File: config.mk
export PLATFORM = sky130hd
export DESIGN_NAME = switch_fault_supervisor
export DESIGN_NICKNAME = d
export VERILOG_FILES = /design/src/include/sfs_pkg.sv /design/src/core/pin_sync.sv /design/src/core/spi_word_slave.sv /design/src/core/switch_fault_supervisor.sv
export VERILOG_INCLUDE_DIRS = /design/src /design/src/include
export SDC_FILE = /design/constraint.sdc
export NUM_CORES = 1
export LEC_CHECK = 0
export BUFFER_PORTS_ARGS = -buffer_cell sky130_fd_sc_hd__buf_2
export CAP_MARGIN = 20
export CORE_MARGIN = 2
export CORE_UTILIZATION = 55
export CTS_CLUSTER_SIZE = 10
export DETAILED_ROUTE_END_ITERATION = 8
export PLACE_DENSITY = 0.81
export SYNTH_ARGS = -nofsm -noshare
export SYNTH_HDL_FRONTEND = slang
export SYNTH_HIERARCHICAL = 1
export SYNTH_SLANG_ARGS = --single-unit
File: constraint.sdc
create_clock -name sys_clk -period 8.7 [get_ports sys_clk]
set_input_delay 1.74 -clock sys_clk [delete_from_list [all_inputs] [get_ports sys_clk]]
set_output_delay 1.74 -clock sys_clk [all_outputs]
set_load 0.03 [all_outputs]
File: src/include/sfs_consts.svh
`ifndef SFS_CONSTS_SVH
`define SFS_CONSTS_SVH

// ****************************************
// serial word layout
// ****************************************
`define SPI_WORD_BITS 16
`define SPI_BIT_WD 15
`define SPI_ADDR_HI 14
`define SPI_ADDR_LO 12
`define SPI_ADDR_CMD 3'h0
`define SPI_ADDR_OC 3'h1
`define SPI_ADDR_OT 3'h2
`define SPI_ADDR_WD 3'h3

// ****************************************
// write fields, reset value of every field is zero
// ****************************************
`define FLD_OC_LOW_LO 0
`define FLD_OC_HIGH 3
`define FLD_OC_TIME_LO 4
`define FLD_OVERVOLTAGE_SHUTDOWN_DISABLE 4
`define FLD_WD_PERIOD_LO 0
`define CFG_RESET 4'h0

// ****************************************
// response word bit positions
// ****************************************
`define OD_OV_WARN 13
`define OD_OT_LO 8
`define OD_OC_LO 4
`define OD_WD_EXPIRED 2
`define OD_OVF 1

// ****************************************
// timing
// ****************************************
`define SYS_CLK_KHZ 25000
`define WD_STEP_MS 10
`define OC_STEP_US 500
`define WD_STEP_CYCLES (`WD_STEP_MS * `SYS_CLK_KHZ)
`define OC_STEP_CYCLES ((`OC_STEP_US * `SYS_CLK_KHZ) / 1000)

`endif

File: src/include/sfs_pkg.sv
package sfs_pkg;
    // operating mode, gray along sleep -> normal -> fail-safe
    typedef enum logic [1:0] {
        MODE_SLEEP = 2'b00,
        MODE_NORMAL = 2'b01,
        MODE_FAILSAFE = 2'b11
    } mode_t;

    // strap resistor code as seen by the strap comparator
    typedef enum logic [1:0] {
        STRAP_GROUND = 2'b00,
        STRAP_ALL_OFF = 2'b01,
        STRAP_CH0 = 2'b10,
        STRAP_CH0_CH2 = 2'b11
    } strap_t;
endpackage
File: src/core/pin_sync.sv
`timescale 1ns/100ps
`default_nettype none
module pin_sync #(
    parameter int WIDTH = 1
) (
    // clock and reset
    input wire logic sys_clk,
    input wire logic rst,
    // asynchronous pins and their synchronised copy
    input wire logic [WIDTH-1:0] pin,
    output logic [WIDTH-1:0] level
);
    logic [WIDTH-1:0] stage1;

    // two flops; stage1 is read by level only
    always_ff @(posedge sys_clk or posedge rst) begin
        if (rst) begin
            stage1 <= '0;
            level <= '0;
        end else begin
            stage1 <= pin;
            level <= stage1;
        end
    end
endmodule
`default_nettype wire

File: src/core/spi_word_slave.sv
`timescale 1ns/100ps
`default_nettype none
`include "sfs_consts.svh"
module spi_word_slave (
    // clock and reset
    input wire logic sys_clk,
    input wire logic rst,
    // synchronised link pins
    input wire logic sclk,
    input wire logic cs_n,
    input wire logic si,
    // serial output as two signals
    output logic so_out,
    output logic so_oe_n,
    // word side
    input wire logic [`SPI_WORD_BITS-1:0] tx_word,
    output logic [`SPI_WORD_BITS-1:0] rx_word,
    output logic start,
    output logic done
);
    logic sclk_prev;
    logic cs_prev;
    logic [4:0] bit_cnt;
    logic [`SPI_WORD_BITS-1:0] shift_in;
    logic [`SPI_WORD_BITS-1:0] shift_out;

    // edge detection on the sampled link clock (8 sys cycles per period)
    always_ff @(posedge sys_clk or posedge rst) begin
        if (rst) begin
            sclk_prev <= 1'b0;
            cs_prev <= 1'b1;
        end else begin
            sclk_prev <= sclk;
            cs_prev <= cs_n;
        end
    end

    assign start = cs_prev && !cs_n;
    // only a frame of exactly sixteen bits counts as valid
    assign done = !cs_prev && cs_n && (bit_cnt == 5'(`SPI_WORD_BITS));
    assign so_oe_n = cs_n;
    assign so_out = shift_out[`SPI_WORD_BITS-1];

    // receive on falling clock, msb first
    always_ff @(posedge sys_clk or posedge rst) begin
        if (rst) begin
            shift_in <= '0;
            bit_cnt <= '0;
        end else if (start) begin
            bit_cnt <= '0;
        end else if (!cs_n && sclk_prev && !sclk) begin
            shift_in <= {shift_in[`SPI_WORD_BITS-2:0], si};
            if (bit_cnt != 5'h1f) begin
                bit_cnt <= bit_cnt + 5'h1;
            end
        end
    end

    // transmit: load at frame start, advance on rising clock
    always_ff @(posedge sys_clk or posedge rst) begin
        if (rst) begin
            shift_out <= '0;
        end else if (start) begin
            shift_out <= tx_word;
        end else if (!cs_n && !sclk_prev && sclk) begin
            shift_out <= {shift_out[`SPI_WORD_BITS-2:0], 1'b0};
        end
    end

    // received word stays until the next valid frame
    always_ff @(posedge sys_clk or posedge rst) begin
        if (rst) begin
            rx_word <= '0;
        end else if (done) begin
            rx_word <= shift_in;
        end
    end
endmodule
`default_nettype wire

File: src/core/switch_fault_supervisor.sv
`timescale 1ns/100ps
`default_nettype none
`include "sfs_consts.svh"
module switch_fault_supervisor #(
    parameter int CHANNELS = 4,
    parameter int WD_STEP = `WD_STEP_CYCLES,
    parameter int OC_STEP = `OC_STEP_CYCLES
) (
    // clock and reset
    input wire logic sys_clk,
    input wire logic rst,
    // mode pins and strap
    input wire logic wake,
    input wire logic device_reset_n,
    input wire sfs_pkg::strap_t fail_safe_strap_resistor,
    input wire logic [CHANNELS-1:0] direct_drive_inputs,
    // serial link
    input wire logic spi_sclk,
    input wire logic spi_cs_n,
    input wire logic spi_si,
    output logic spi_so_out,
    output logic spi_so_oe_n,
    // analog sense comparators
    input wire logic vdd_ok,
    input wire logic overvoltage,
    input wire logic undervoltage,
    input wire logic [CHANNELS-1:0] overtemp_hot,
    input wire logic [CHANNELS-1:0] open_load,
    input wire logic [CHANNELS-1:0] oc_low_hit,
    input wire logic [CHANNELS-1:0] oc_high_hit,
    // threshold selection to the comparators
    output logic [2:0] overcurrent_low_level_field,
    output logic overcurrent_high_level_field,
    // switch drive and status
    output logic [CHANNELS-1:0] switch_out,
    output logic fault_flag_n,
    output logic watchdog_expired_status,
    output sfs_pkg::mode_t mode
);
    import sfs_pkg::*;

    // ****************************************
    // pin synchronisation
    // ****************************************
    localparam int NSYNC = 5 * CHANNELS + 10;
    logic [NSYNC-1:0] sync_level;
    logic wake_s, rstn_s, sclk_s, cs_s, cs_sel, si_s, vdd_s, ov_s, uv_s;
    logic [1:0] strap_s;
    logic [CHANNELS-1:0] hot_s, ol_s, ocl_s, och_s, din_s;

    pin_sync #(.WIDTH(NSYNC)) u_sync (
        .sys_clk(sys_clk),
        .rst(rst),
        .pin({wake, device_reset_n, spi_sclk, ~spi_cs_n, spi_si, vdd_ok, overvoltage, undervoltage,
              fail_safe_strap_resistor, overtemp_hot, open_load, oc_low_hit, oc_high_hit, direct_drive_inputs}),
        .level(sync_level)
    );
    assign {wake_s, rstn_s, sclk_s, cs_sel, si_s, vdd_s, ov_s, uv_s,
            strap_s, hot_s, ol_s, ocl_s, och_s, din_s} = sync_level;
    // select travels inverted, so the synchroniser resets to the idle level
    assign cs_s = !cs_sel;

    logic grounded;
    assign grounded = (strap_t'(strap_s) == STRAP_GROUND);

    // ****************************************
    // serial link
    // ****************************************
    logic [`SPI_WORD_BITS-1:0] tx_word, rx_word, shown;
    logic frame_start, frame_done;

    spi_word_slave u_spi (
        .sys_clk(sys_clk),
        .rst(rst),
        .sclk(sclk_s),
        .cs_n(cs_s),
        .si(si_s),
        .so_out(spi_so_out),
        .so_oe_n(spi_so_oe_n),
        .tx_word(tx_word),
        .rx_word(rx_word),
        .start(frame_start),
        .done(frame_done)
    );

    // the slave's rx_word lags done by a cycle; decode the word one cycle later
    logic word_valid;
    logic [`SPI_WORD_BITS-1:0] rx_hold;
    always_ff @(posedge sys_clk or posedge rst) begin
        if (rst) begin
            word_valid <= 1'b0;
        end else begin
            word_valid <= frame_done;
        end
    end
    assign rx_hold = rx_word;

    // ****************************************
    // configuration registers
    // ****************************************
    logic [CHANNELS-1:0] spi_on;
    logic [3:0] oc_cfg;
    logic [2:0] oc_time;
    logic [CHANNELS-1:0] unlatch;
    logic overvoltage_shutdown_disable;
    logic [1:0] wd_period;
    logic fs_enter;
    logic [2:0] waddr;
    assign waddr = rx_hold[`SPI_ADDR_HI:`SPI_ADDR_LO];

    // sleep and supply loss wipe settings; fail-safe entry resets only some
    always_ff @(posedge sys_clk or posedge rst) begin
        if (rst) begin
            spi_on <= '0;
            oc_cfg <= `CFG_RESET;
            oc_time <= '0;
            unlatch <= '0;
            overvoltage_shutdown_disable <= 1'b0;
            wd_period <= '0;
        end else if (!vdd_s || mode == MODE_SLEEP) begin
            spi_on <= '0;
            oc_cfg <= `CFG_RESET;
            oc_time <= '0;
            unlatch <= '0;
            overvoltage_shutdown_disable <= 1'b0;
            wd_period <= '0;
        end else if (fs_enter) begin
            oc_cfg <= `CFG_RESET;
            oc_time <= '0;
            unlatch <= '0;
        end else if (word_valid) begin
            unique case (waddr)
                `SPI_ADDR_CMD: spi_on <= rx_hold[CHANNELS-1:0];
                `SPI_ADDR_OC: begin
                    oc_cfg <= rx_hold[`FLD_OC_HIGH:`FLD_OC_LOW_LO];
                    oc_time <= rx_hold[`FLD_OC_TIME_LO+2:`FLD_OC_TIME_LO];
                end
                `SPI_ADDR_OT: begin
                    unlatch <= rx_hold[CHANNELS-1:0];
                    overvoltage_shutdown_disable <= rx_hold[`FLD_OVERVOLTAGE_SHUTDOWN_DISABLE];
                end
                `SPI_ADDR_WD: wd_period <= rx_hold[`FLD_WD_PERIOD_LO+1:`FLD_WD_PERIOD_LO];
                default: ; // remaining addresses only read status
            endcase
        end
    end

    // one of eight low and one of two high thresholds, always both active
    assign overcurrent_low_level_field = oc_cfg[2:0];
    assign overcurrent_high_level_field = oc_cfg[`FLD_OC_HIGH];

    // ****************************************
    // watchdog
    // ****************************************
    logic wake_prev, rstn_prev, armed, wd_last, wd_toggle, wd_expired;
    logic [31:0] wd_cnt, wd_limit;

    always_ff @(posedge sys_clk or posedge rst) begin
        if (rst) begin
            wake_prev <= 1'b0;
            rstn_prev <= 1'b0;
        end else begin
            wake_prev <= wake_s;
            rstn_prev <= rstn_s;
        end
    end

    // arming needs a rising mode pin; grounding or sleep disarms
    always_ff @(posedge sys_clk or posedge rst) begin
        if (rst) begin
            armed <= 1'b0;
        end else if (grounded || mode == MODE_SLEEP && !wake_s && !rstn_s) begin
            armed <= 1'b0;
        end else if ((wake_s && !wake_prev) || (rstn_s && !rstn_prev)) begin
            armed <= 1'b1;
        end
    end

    assign wd_toggle = word_valid && (rx_hold[`SPI_BIT_WD] != wd_last);
    assign wd_limit = 32'(WD_STEP) * {30'h0, wd_period} + 32'(WD_STEP);
    assign wd_expired = armed && !grounded && (wd_cnt >= wd_limit - 32'h1);

    always_ff @(posedge sys_clk or posedge rst) begin
        if (rst) begin
            wd_last <= 1'b0;
        end else if (word_valid) begin
            wd_last <= rx_hold[`SPI_BIT_WD];
        end
    end

    // counter keeps running in fail-safe, saturating at the limit
    always_ff @(posedge sys_clk or posedge rst) begin
        if (rst) begin
            wd_cnt <= '0;
        end else if (!armed || wd_toggle) begin
            wd_cnt <= '0;
        end else if (wd_cnt < wd_limit) begin
            wd_cnt <= wd_cnt + 32'h1;
        end
    end

    // ****************************************
    // operating mode
    // ****************************************
    logic both_fell;
    assign both_fell = wake_prev && rstn_prev && !wake_s && !rstn_s;
    assign fs_enter = (mode == MODE_NORMAL) && wd_expired && vdd_s;

    always_ff @(posedge sys_clk or posedge rst) begin
        if (rst) begin
            mode <= MODE_SLEEP;
        end else begin
            unique case (mode)
                MODE_SLEEP: if (wake_s || rstn_s) mode <= MODE_NORMAL;
                MODE_NORMAL: begin
                    if (!wake_s && !rstn_s) begin
                        mode <= MODE_SLEEP;
                    end else if (fs_enter) begin
                        mode <= MODE_FAILSAFE;
                    end
                end
                MODE_FAILSAFE: begin
                    if (grounded) begin
                        mode <= MODE_NORMAL;
                    end else if (both_fell) begin
                        mode <= MODE_SLEEP;
                    end
                end
                default: mode <= MODE_SLEEP;
            endcase
        end
    end

    assign watchdog_expired_status = (mode == MODE_FAILSAFE);

    // ****************************************
    // channel command and protections
    // ****************************************
    logic [CHANNELS-1:0] fs_pattern, cmd, cmd_prev, cmd_rise, ot_latch, oc_latch, oc_trip, drive;
    logic ov_block;

    // strap picks the fail-safe pattern, commands and pins ignored
    always_comb begin
        fs_pattern = '0;
        unique case (strap_t'(strap_s))
            STRAP_CH0: fs_pattern[0] = 1'b1;
            STRAP_CH0_CH2: fs_pattern = CHANNELS'(4'b0101);
            default: fs_pattern = '0;
        endcase
    end

    assign cmd = (mode == MODE_FAILSAFE) ? fs_pattern :
                 (mode == MODE_SLEEP) ? '0 : (spi_on | din_s);
    assign cmd_rise = cmd & ~cmd_prev;
    assign ov_block = ov_s && !overvoltage_shutdown_disable;

    always_ff @(posedge sys_clk or posedge rst) begin
        if (rst) begin
            cmd_prev <= '0;
        end else begin
            cmd_prev <= cmd;
        end
    end

    genvar ch;
    generate
        for (ch = 0; ch < CHANNELS; ch++) begin : g_ch
            logic [31:0] oc_timer;
            // low-threshold timing while the switch is on and over the threshold
            always_ff @(posedge sys_clk or posedge rst) begin
                if (rst) begin
                    oc_timer <= '0;
                end else if (!(switch_out[ch] && ocl_s[ch])) begin
                    oc_timer <= '0;
                end else if (!oc_trip[ch]) begin
                    oc_timer <= oc_timer + 32'h1;
                end
            end
            assign oc_trip[ch] = switch_out[ch] && (och_s[ch] ||
                                 oc_timer >= 32'(OC_STEP) * {29'h0, oc_time} + 32'(OC_STEP) - 32'h1);

            // overcurrent latch: set wins over the off-on release
            always_ff @(posedge sys_clk or posedge rst) begin
                if (rst) begin
                    oc_latch[ch] <= 1'b0;
                end else if (oc_trip[ch]) begin
                    oc_latch[ch] <= 1'b1;
                end else if (cmd_rise[ch]) begin
                    oc_latch[ch] <= 1'b0;
                end
            end

            // latched overtemperature needs cool die and a fresh switch-on, or a grounded strap in fail-safe
            always_ff @(posedge sys_clk or posedge rst) begin
                if (rst) begin
                    ot_latch[ch] <= 1'b0;
                end else if (hot_s[ch] && !unlatch[ch]) begin
                    ot_latch[ch] <= 1'b1;
                end else if (cmd_rise[ch] || mode == MODE_FAILSAFE && grounded) begin
                    ot_latch[ch] <= 1'b0;
                end
            end

            // unlatched mode restarts as soon as the hot comparator drops
            assign drive[ch] = cmd[ch] && !hot_s[ch] && !ot_latch[ch] && !oc_latch[ch] && !ov_block;
        end
    endgenerate

    always_ff @(posedge sys_clk or posedge rst) begin
        if (rst) begin
            switch_out <= '0;
        end else begin
            switch_out <= drive;
        end
    end

    // ****************************************
    // fault flags and response word
    // ****************************************
    logic [CHANNELS-1:0] ot_flag, oc_flag;
    logic ov_flag;

    // flags survive supply loss; clear only bits that were shown, set wins
    always_ff @(posedge sys_clk or posedge rst) begin
        if (rst) begin
            ot_flag <= '0;
            oc_flag <= '0;
            ov_flag <= 1'b0;
        end else begin
            ot_flag <= (ot_flag & ~(frame_done ? shown[`OD_OT_LO+CHANNELS-1:`OD_OT_LO] : '0)) | hot_s;
            oc_flag <= (oc_flag & ~(frame_done ? shown[`OD_OC_LO+CHANNELS-1:`OD_OC_LO] : '0))
                       | oc_trip | (hot_s & ~unlatch);
            ov_flag <= (ov_flag && !(frame_done && shown[`OD_OVF])) || ov_block;
        end
    end

    always_comb begin
        tx_word = '0;
        tx_word[`OD_OV_WARN] = ov_s;
        tx_word[`OD_OT_LO+CHANNELS-1:`OD_OT_LO] = ot_flag;
        tx_word[`OD_OC_LO+CHANNELS-1:`OD_OC_LO] = oc_flag;
        tx_word[`OD_WD_EXPIRED] = watchdog_expired_status;
        tx_word[`OD_OVF] = ov_flag;
    end

    // snapshot of what this frame shifts out, so later events are kept
    always_ff @(posedge sys_clk or posedge rst) begin
        if (rst) begin
            shown <= '0;
        end else if (frame_start) begin
            shown <= tx_word;
        end
    end

    // latched faults keep the flag low until released by a switch-on, or for overtemperature by a grounded strap in fail-safe
    always_ff @(posedge sys_clk or posedge rst) begin
        if (rst) begin
            fault_flag_n <= 1'b1;
        end else begin
            fault_flag_n <= !(|hot_s || ov_s || uv_s || |ol_s || |oc_latch || |ot_latch);
        end
    end
endmodule
`default_nettype wire

==> impl_metrics.toml, run 1 <==
[status]
status = "complete, no violations"

[final_layout]
stdcell_area_um2 = 18020
nNetsFinal = 1738
syn_to_final_growth_pct = 10.84
drive_above_1_share = 0.1023
instances_no_fill = 1977
fillers = 2175
final_util = 0.6227
seqCellArea_um2 = 8260
antenna_cells = 0
multi_input_area_um2 = 7647

[global_route]
grt_pass1_vias = 11730
grt_max_degree = 156
grt_usage = 0.2292
grt-ovfl-total = 0
grt_pass1_wl_um = 58030
antenna_found_initial = 0

[clock_network]
post_cts_buffers = 0
cts_buffer_depth = 3
ctsResizeCount = 0
cts_htree_levels = 2
clkTransAtPathRegs_ns = 0.06
hold_buffers = 0
cts_tree = "done"
clock_latency_ns = 0.52
cts-root-buf = "clkbuf_16"
cts_sinks = 330
cts_made_buffers = 39

[setup_path]
ff2ff_setup_slack_ns = 3.22
crit_slowest_cell = "dfrtp_1"
cpMostUsedCell = "ha_1"
critical_path_class = "reg2reg"
crit_chain = "inv_1 -> ha_1 -> ha_1 -> xor2_1 -> or3_1 -> and2_1 -> nand3_1 -> a21oi_1 -> nor3_1 -> ha_1 -> a21o_1 -> a221o_1 -> o21ai_1 -> nand2_2 -> or4_1 -> a21oi_1"
crit_fanout = 10
endpoint_kind = "flip-flop"
r2r-end = "g_ch[3].oc_timer[8]"
r2r_start = "oc_time[0]"
cp.required_ns = 9.12
start_kind = "flip-flop"
arrival_ns = 5.90
rr_worst_depth = 16
cpPeakStageDelay_ns = 0.63

[timing]
finalSetupViolCount = 0
max_slew_margin = 0.3414
worst_pin_slew_ns = 0.9837
period_share = 0.6295
fmax_mhz = 182.6
fin_crit_ns = 5.476
final_hold_viol_count = 0
finClkSkew_ns = 0.01951
rsz0062_at_grt = "false"
tns_ns = 0
layout_setup_ws_ns = 3.224
whs_ns = 0.3446
slew_violations = 0

[floorplanning]
die_w_um = 175.9
initial_core_util = 0.5618
core_area_um2 = 28940
pin_count = 46
dieArea_um2 = 30950
die_height_um = 175.9
fp-row-count = 62

[hold_path]
min_to = "u_sync/level[2]"
hold_path.class = "reg2reg"
whs_path_depth = 0
hp-start = "u_sync/stage1[2]"

[detailed_routing]
drtIter0Drc = 1066
firstDrtPassIters = 6
avgRoutedWirePerCell_um = 17.32
drc_errors = 0
routed_wl_um = 34240
vias = 11600
via_per_inst = 5.869
ant_nets = 0

[flow_run]
maxCapViolCount = 0

[logic_synthesis]
netlist_instances = 1512
synth_area_um2 = 16260
avgSynthCellArea_um2 = 10.75
yosysWarnings = 6

[place]
dp_hpwl_um = 23000
io_buffers = 45
gp_congestion = 0.8831
pre_cts_ws_ns = 3.368
placedCellCount = 1916
post_dp_cell_area_um2 = 16860

[power_and_ir_drop]
vdd_drop_max_mv = 0.1804
powerDensity_nw_per_um2 = 176.9
p_total_mw = 3.188
p_leak_nw = 8.367
power breakdown:
| part | internal (mW) | switching (mW) | total [mW] |
|---|---|---|---|
| registers | 1.58 | 0.0318 | 1.61 |
| clock network | 0.860 | 0.595 | 1.45 |
| logic | 0.0426 | 0.0808 | 0.123 |
| total | 2.48 | 0.708 | 3.19 |
final cells by class:
type                       count  share of cell area
clock buffer                  55             0.05805
clock inverter                 4            0.003750
inverter                      47             0.01021
multi-input combinational   1102              0.4244
sequential                   330              0.4584
tap                          384             0.02666
timing repair buffer          55             0.01847
state kept, by name, indices dropped and copies added (netlist names), 4 cells and up:
signal and flops:
cmd_prev 4, g_ch.oc_timer 128, oc_cfg 4, oc_flag 4, oc_latch 4, ot_flag 4, ot_latch 4, shown 9
spi_on 4, switch_out 4, u_spi/bit_cnt 5, u_spi/rx_word 11, u_spi/shift_in 16, u_spi/shift_out 16, u_sync/level 30, u_sync/stage1 30
unlatch 4, wd_cnt 32
layout by cell type (no fill, tap or decap), types with 5 or more instances in the layout:
cell	instances
nand2_1	117
and3_1	74
nand2b_1	7
a31oi_1	9
a211oi_1	5
xor2_1	23
buf_2	45
nor2b_1	7
or3_1	19
ha_1	131
o21ai_0	55
conb_1	18
nand4_1	31
nor4b_1	6
xnor2_1	65
mux2i_1	25
a21o_1	9
nor2_1	152
and2_1	7
dfrtp_1	328
nor3b_1	9
clkbuf_16	39
and4_1	7
mux2_4	7
buf_4	8
mux2_2	30
inv_1	44
nor4_1	33
nand3_1	47
o211ai_1	6
a21oi_1	66
nor3_1	47
clkbuf_1	15
a22o_1	5
layer usage:
metal | vias up | routed length, um | global-route usage
met1 | 5756 | 15210 | 0.3107
met3 | 93 | 1377 | 0.03290
li1 | 5493 | - | -
met4 | 0 | 1195 | 0.08402
met5 | - | 0 | 0
met2 | 262 | 16460 | 0.3781
critical path: cells and delay by family, from the launching register on:
family | cells | cell delay (ns)
buf+inv | 1 | 0.28
flops | 1 | 0.63
compound gates | 5 | 1.22
fa+ha+maj | 3 | 1.15
simple gates | 6 | 1.86
xor+xnor | 1 | 0.22
worst max-delay path by stage:
stage / from / to / slack, ns / cells past startpoint
final: oc_time[0] / g_ch[3].oc_timer[8] / 3.22 / 16
after global routing: oc_time[0] / g_ch[3].oc_timer[8] / 2.92 / 16
after CTS: oc_time[0] / g_ch[3].oc_timer[8] / 3.32 / 16
after detailed placement: oc_time[0] / g_ch[3].oc_timer[8] / 3.37 / 16
after global placement: oc_time[0] / g_ch[3].oc_timer[8] / 3.52 / 16
after floorplan: rst / armed / 0.94 / 1
Power figures use the tool's default switching activity.
==> inputs of run 2 (changes only) <==
PLACE_DENSITY = 0.83   (was 0.81)
clock period = 4.6 ns   (was 8.7 ns; I/O delays follow)
==> impl_metrics.toml, run 2 (same netlist as run 1, synthesis figures left out) <==
[timing]
period_share = 0.9685
fmax_mhz = 224.5
final_hold_viol_count = 0
tns_ns = 0
finClkSkew_ns = 0.02183
slew_violations = 0
fin_crit_ns = 4.455
whs_ns = 0.3305
finalSetupViolCount = 0
worst_pin_slew_ns = 0.9814
max_slew_margin = 0.3430

[detailed_routing]
drc_errors = 0
ant_nets = 0
vias = 11890
via_per_inst = 5.935
routed_wl_um = 35440
firstDrtPassIters = 7
drtIter0Drc = 958
avgRoutedWirePerCell_um = 17.68

[power_and_ir_drop]
switchingPower_mw = 1.356
internal_power_mw = 4.714
vdd_drop_max_mv = 0.3165
p_seq_frac = 0.502
powerDensity_nw_per_um2 = 331.7
comb_power_share = 0.040
p_leak_nw = 8.495
swShare = 0.2235
p_clk_frac = 0.458

[final_layout]
syn_to_final_growth_pct = 12.58
mostFrequentLayoutCells = "328 x dfrtp_1, 151 x nor2_1, 130 x ha_1, 117 x nand2_1, 74 x and3_1"
nNetsFinal = 1759
drive_above_1_share = 0.1191
top_register = "g_ch.oc_timer"
reg_top3 = "g_ch.oc_timer: 128 flops, wd_cnt: 32 flops"
antenna_cells = 0
largest_reg_flops = 128
final_common_cell = "dfrtp_1"

[place]
io_buffers = 45
gp_congestion = 0.8827
dp_hpwl_um = 23890

[floorplanning]
die_w_um = 175.9
fp-row-count = 62
core_area_um2 = 28940
initial_core_util = 0.5618
pin_count = 46
dieArea_um2 = 30950
die_height_um = 175.9

[global_route]
grt_pass1_wl_um = 59190
grt_pass1_vias = 12000
grt_max_degree = 66
antenna_found_initial = 0
grt-ovfl-total = 0
grt_usage = 0.2342

[clock_network]
hold_buffers = 0
clock_latency_ns = 0.52
cts-root-buf = "clkbuf_16"
cts_sinks = 330
cts_buffer_depth = 3
clkTransAtPathRegs_ns = 0.05
cts_htree_levels = 2
cts_tree = "done"
cts_made_buffers = 40

[setup_path]
crit_fanout = 5
cpPeakStageDelay_ns = 0.39
critical_path_class = "reg2reg"
cpMostUsedCell = "ha_1"
arrival_ns = 4.82
crit_slowest_cell = "ha_1"
rr_worst_depth = 17
start_kind = "flip-flop"
endpoint_kind = "flip-flop"
crit_chain = "inv_1 -> ha_1 -> ha_1 -> xor2_1 -> or3_1 -> and2_1 -> nand3_1 -> a21oi_1 -> nor3_1 -> ha_1 -> a21o_1 -> a221o_1 -> o21ai_2 -> buf_4 -> nor4bb_1 -> xnor2_1 -> nor2_1"
cp.required_ns = 4.96

[status]
status = "complete, no violations"

[flow_run]
maxCapViolCount = 0

[hold_path]
hold_path.class = "in2async"
[run 2: changes by cell type in the layout (fill, tap and decap cells not counted), sizes merged]
cell | before | now
clkinvlp | 0 | 1
o221ai | 1 | 2
bufinv | 1 | 0
clkinv | 3 | 2
buf | 55 | 74
inv | 47 | 48
clkbuf | 55 | 62
[run 2: power groups by stage]
stage	clock, mW	sequential [mW]	combinational, mW
2_1_floorplan	0	3.07	0.173
3_3_place_gp	0	3.09	0.228
3_5_place_dp	0	3.09	0.237
4_1_cts	2.84	3.05	0.240
5_1_grt	2.96	3.05	0.277
6_report	2.78	3.05	0.245
[run 2: routing by layer]
layer  GRT usage  vias up  part of all wire
li1            -     5565                 -
met1      0.3135     5920              0.44
met2      0.3885      317              0.49
met3     0.03268       92             0.039
met4     0.09298        0             0.038
met5           0        -                 0
[run 2: worst max-delay path, delay by kind of cell (launching register included)]
kind	cells	cell delay, ns
compound gates	4	0.87
xor+xnor	2	0.40
fa+ha+maj	3	1.05
buf+inv	2	0.24
flops	1	0.38
simple gates	6	1.36
[run 2: worst paths after layout]
path	to	slack (ns)	startpoint
max in group asynchronous	u_sync/level[8]	3.20	rst
worst min register to register	u_sync/level[25]	0.34	u_sync/stage1[25]
worst min-delay path	u_spi/shift_in[6]	0.33	rst
min in group sys_clk	u_sync/level[25]	0.34	u_sync/stage1[25]
worst max register to register	g_ch[3].oc_timer[12]	0.14	oc_time[0]
worst max-delay path	g_ch[3].oc_timer[12]	0.14	oc_time[0]
[run 2: final cells by class]
class	instances	area, um2
Tap cell	384	480.5
Timing Repair Buffer	74	523.0
Fill cell	2114	10640
Multi-Input combinational cell	1103	7714
Sequential cell	330	8260
Inverter	47	180.2
Clock inverter	4	38.79
Clock buffer	62	1104
[run 2: timing repair]
| action | 4_1_cts | 5_1_grt |
|---|---|---|
| buffers inserted | 0 | 2 |
| endpoints found under the setup margin | 0 | 11 |
| gates resized for setup | 0 | 9 |
| endpoints found under the hold margin | 0 | 0 |
[run 2: metrics by stage]
stage	instance area, um2	std cells	utilization	setup WS [ns]	power, mW
after floorplan	16320	1528	-	0.06455	3.247
after global placement	17000	1931	0.5877	0.08268	3.316
after detailed placement	17010	1932	0.5878	0.1871	3.331
after CTS	18150	1998	0.6273	0.1727	6.123
after global routing	18300	2004	0.6324	-0.06306	6.292
final	18300	2004	0.6324	0.1449	6.070
==> inputs of run 3 (changes only) <==
CORE_UTILIZATION = 57   (was 55)
PLACE_DENSITY = 0.86   (was 0.83)
==> impl_metrics.toml, run 3 (same netlist as run 1, synthesis figures left out) <==
[status]
status = "complete, no violations"

[setup_path]
crit_fanout = 11
r2r_start = "oc_time[0]"
startpoint = "oc_time[0]"
start_kind = "flip-flop"
critical_path_class = "reg2reg"
arrival_ns = 4.83
cp.required_ns = 5.05
endpoint_kind = "flip-flop"

[timing]
final_hold_viol_count = 0
finalSetupViolCount = 0
tns_ns = 0
finClkSkew_ns = 0.03110
fmax_mhz = 228.2
slew_violations = 0
worst_pin_slew_ns = 1.036
whs_ns = 0.3460
max_slew_margin = 0.3065
layout_setup_ws_ns = 0.2175
fin_crit_ns = 4.383
period_share = 0.9527

[clock_network]
ctsResizeCount = 0
cts_htree_levels = 2
cts_buffer_depth = 3
post_cts_buffers = 0
cts_sinks = 330
cts_tree = "done"
clock_latency_ns = 0.54
cts-root-buf = "clkbuf_16"
hold_buffers = 0
clkTransAtPathRegs_ns = 0.05
cts_made_buffers = 40

[power_and_ir_drop]
vdd_drop_max_mv = 0.4028
powerDensity_nw_per_um2 = 333.9
p_total_mw = 6.075
p_leak_nw = 8.438

[final_layout]
stdcell_area_um2 = 18190
mostFrequentLayoutCells = "328 x dfrtp_1, 151 x nor2_1, 131 x ha_1, 117 x nand2_1, 74 x and3_1"
final_common_cell = "dfrtp_1"
fillers = 2070
final_util = 0.6512
largest_reg_flops = 128
instances_no_fill = 1993
reg_top3 = "g_ch.oc_timer: 128 flops, wd_cnt: 32 flops"
drive_above_1_share = 0.1139
seqCellArea_um2 = 8260
antenna_cells = 0
top_register = "g_ch.oc_timer"
nNetsFinal = 1752
syn_to_final_growth_pct = 11.91
multi_input_area_um2 = 7696

[place]
post_dp_cell_area_um2 = 16950
gp_congestion = 0.8904
dp_hpwl_um = 24040
pre_cts_ws_ns = 0.1709
placedCellCount = 1923
io_buffers = 45

[detailed_routing]
firstDrtPassIters = 5
drc_errors = 0
ant_nets = 0
via_per_inst = 5.936
drtIter0Drc = 868
routed_wl_um = 35380
avgRoutedWirePerCell_um = 17.75
vias = 11830

[floorplanning]
core_area_um2 = 27930
dieArea_um2 = 29890
initial_core_util = 0.5819
fp-row-count = 61
die_height_um = 172.9
pin_count = 46
die_w_um = 172.9

[global_route]
grt_pass1_vias = 12270
grt_pass1_wl_um = 59810
grt_max_degree = 148
grt_usage = 0.2405
grt-ovfl-total = 0
antenna_found_initial = 0

[hold_path]
hp-start = "u_sync/stage1[18]"
hold_path.class = "reg2reg"

[flow_run]
maxCapViolCount = 0
-- run 3: cell count changes in the layout (fill, tap and decap cells not counted), sizes merged --
| cell | before | now |
|---|---|---|
| buf | 74 | 68 |
| clkbuf | 62 | 64 |
| clkinv | 2 | 1 |
| clkinvlp | 1 | 3 |
| inv | 48 | 47 |
| o221ai | 2 | 1 |
-- run 3: final timing paths --
| kind | slack [ns] | to | cells after the start |
|---|---|---|---|
| worst max-delay path | 0.22 | g_ch[3].oc_timer[28] | 15 |
| worst min-delay path | 0.35 | u_sync/level[18] | 0 |
| worst max register to register | 0.22 | g_ch[3].oc_timer[28] | 15 |
| worst min register to register | 0.35 | u_sync/level[18] | 0 |
| max in group asynchronous | 3.08 | wd_cnt[6] | 3 |
| min in group asynchronous | 0.39 | u_spi/shift_out[11] | 2 |
-- run 3: report_power, final --
group	internal [mW]	switching [mW]	total, mW
Clock	1.63	1.16	2.79
Combinational	0.0831	0.153	0.237
Sequential	2.98	0.0659	3.05
Total	4.70	1.37	6.07
-- run 3: layout make-up --
| class | count | area share |
|---|---|---|
| sequential | 330 | 0.4541 |
| multi-input combinational | 1102 | 0.4231 |
| clock buffer | 64 | 0.06053 |
| tap | 378 | 0.02600 |
| timing repair buffer | 68 | 0.02421 |
| inverter | 47 | 0.009904 |
| clock inverter | 4 | 0.002201 |
-- run 3: worst max-delay path, stage by stage (launching register included) --
cell	delay, ns
dfrtp_1	0.42
inv_1	0.08
ha_1	0.36
ha_1	0.38
a31oi_1	0.37
xnor2_1	0.21
o21ai_0	0.19
xor2_1	0.38
ha_1	0.31
and3_1	0.21
a221o_1	0.33
nand3_1	0.14
o221ai_4	0.22
or3_1	0.37
nor3_1	0.19
o21ba_1	0.15
-- run 3: per-layer routing --
layer  share of wire  up-vias  GRT usage
met1            0.42     5871     0.3113
met2            0.50      304     0.4075
met5               0        -          0
met3           0.046      107    0.03848
met4           0.034        0    0.09463
li1                -     5548          -
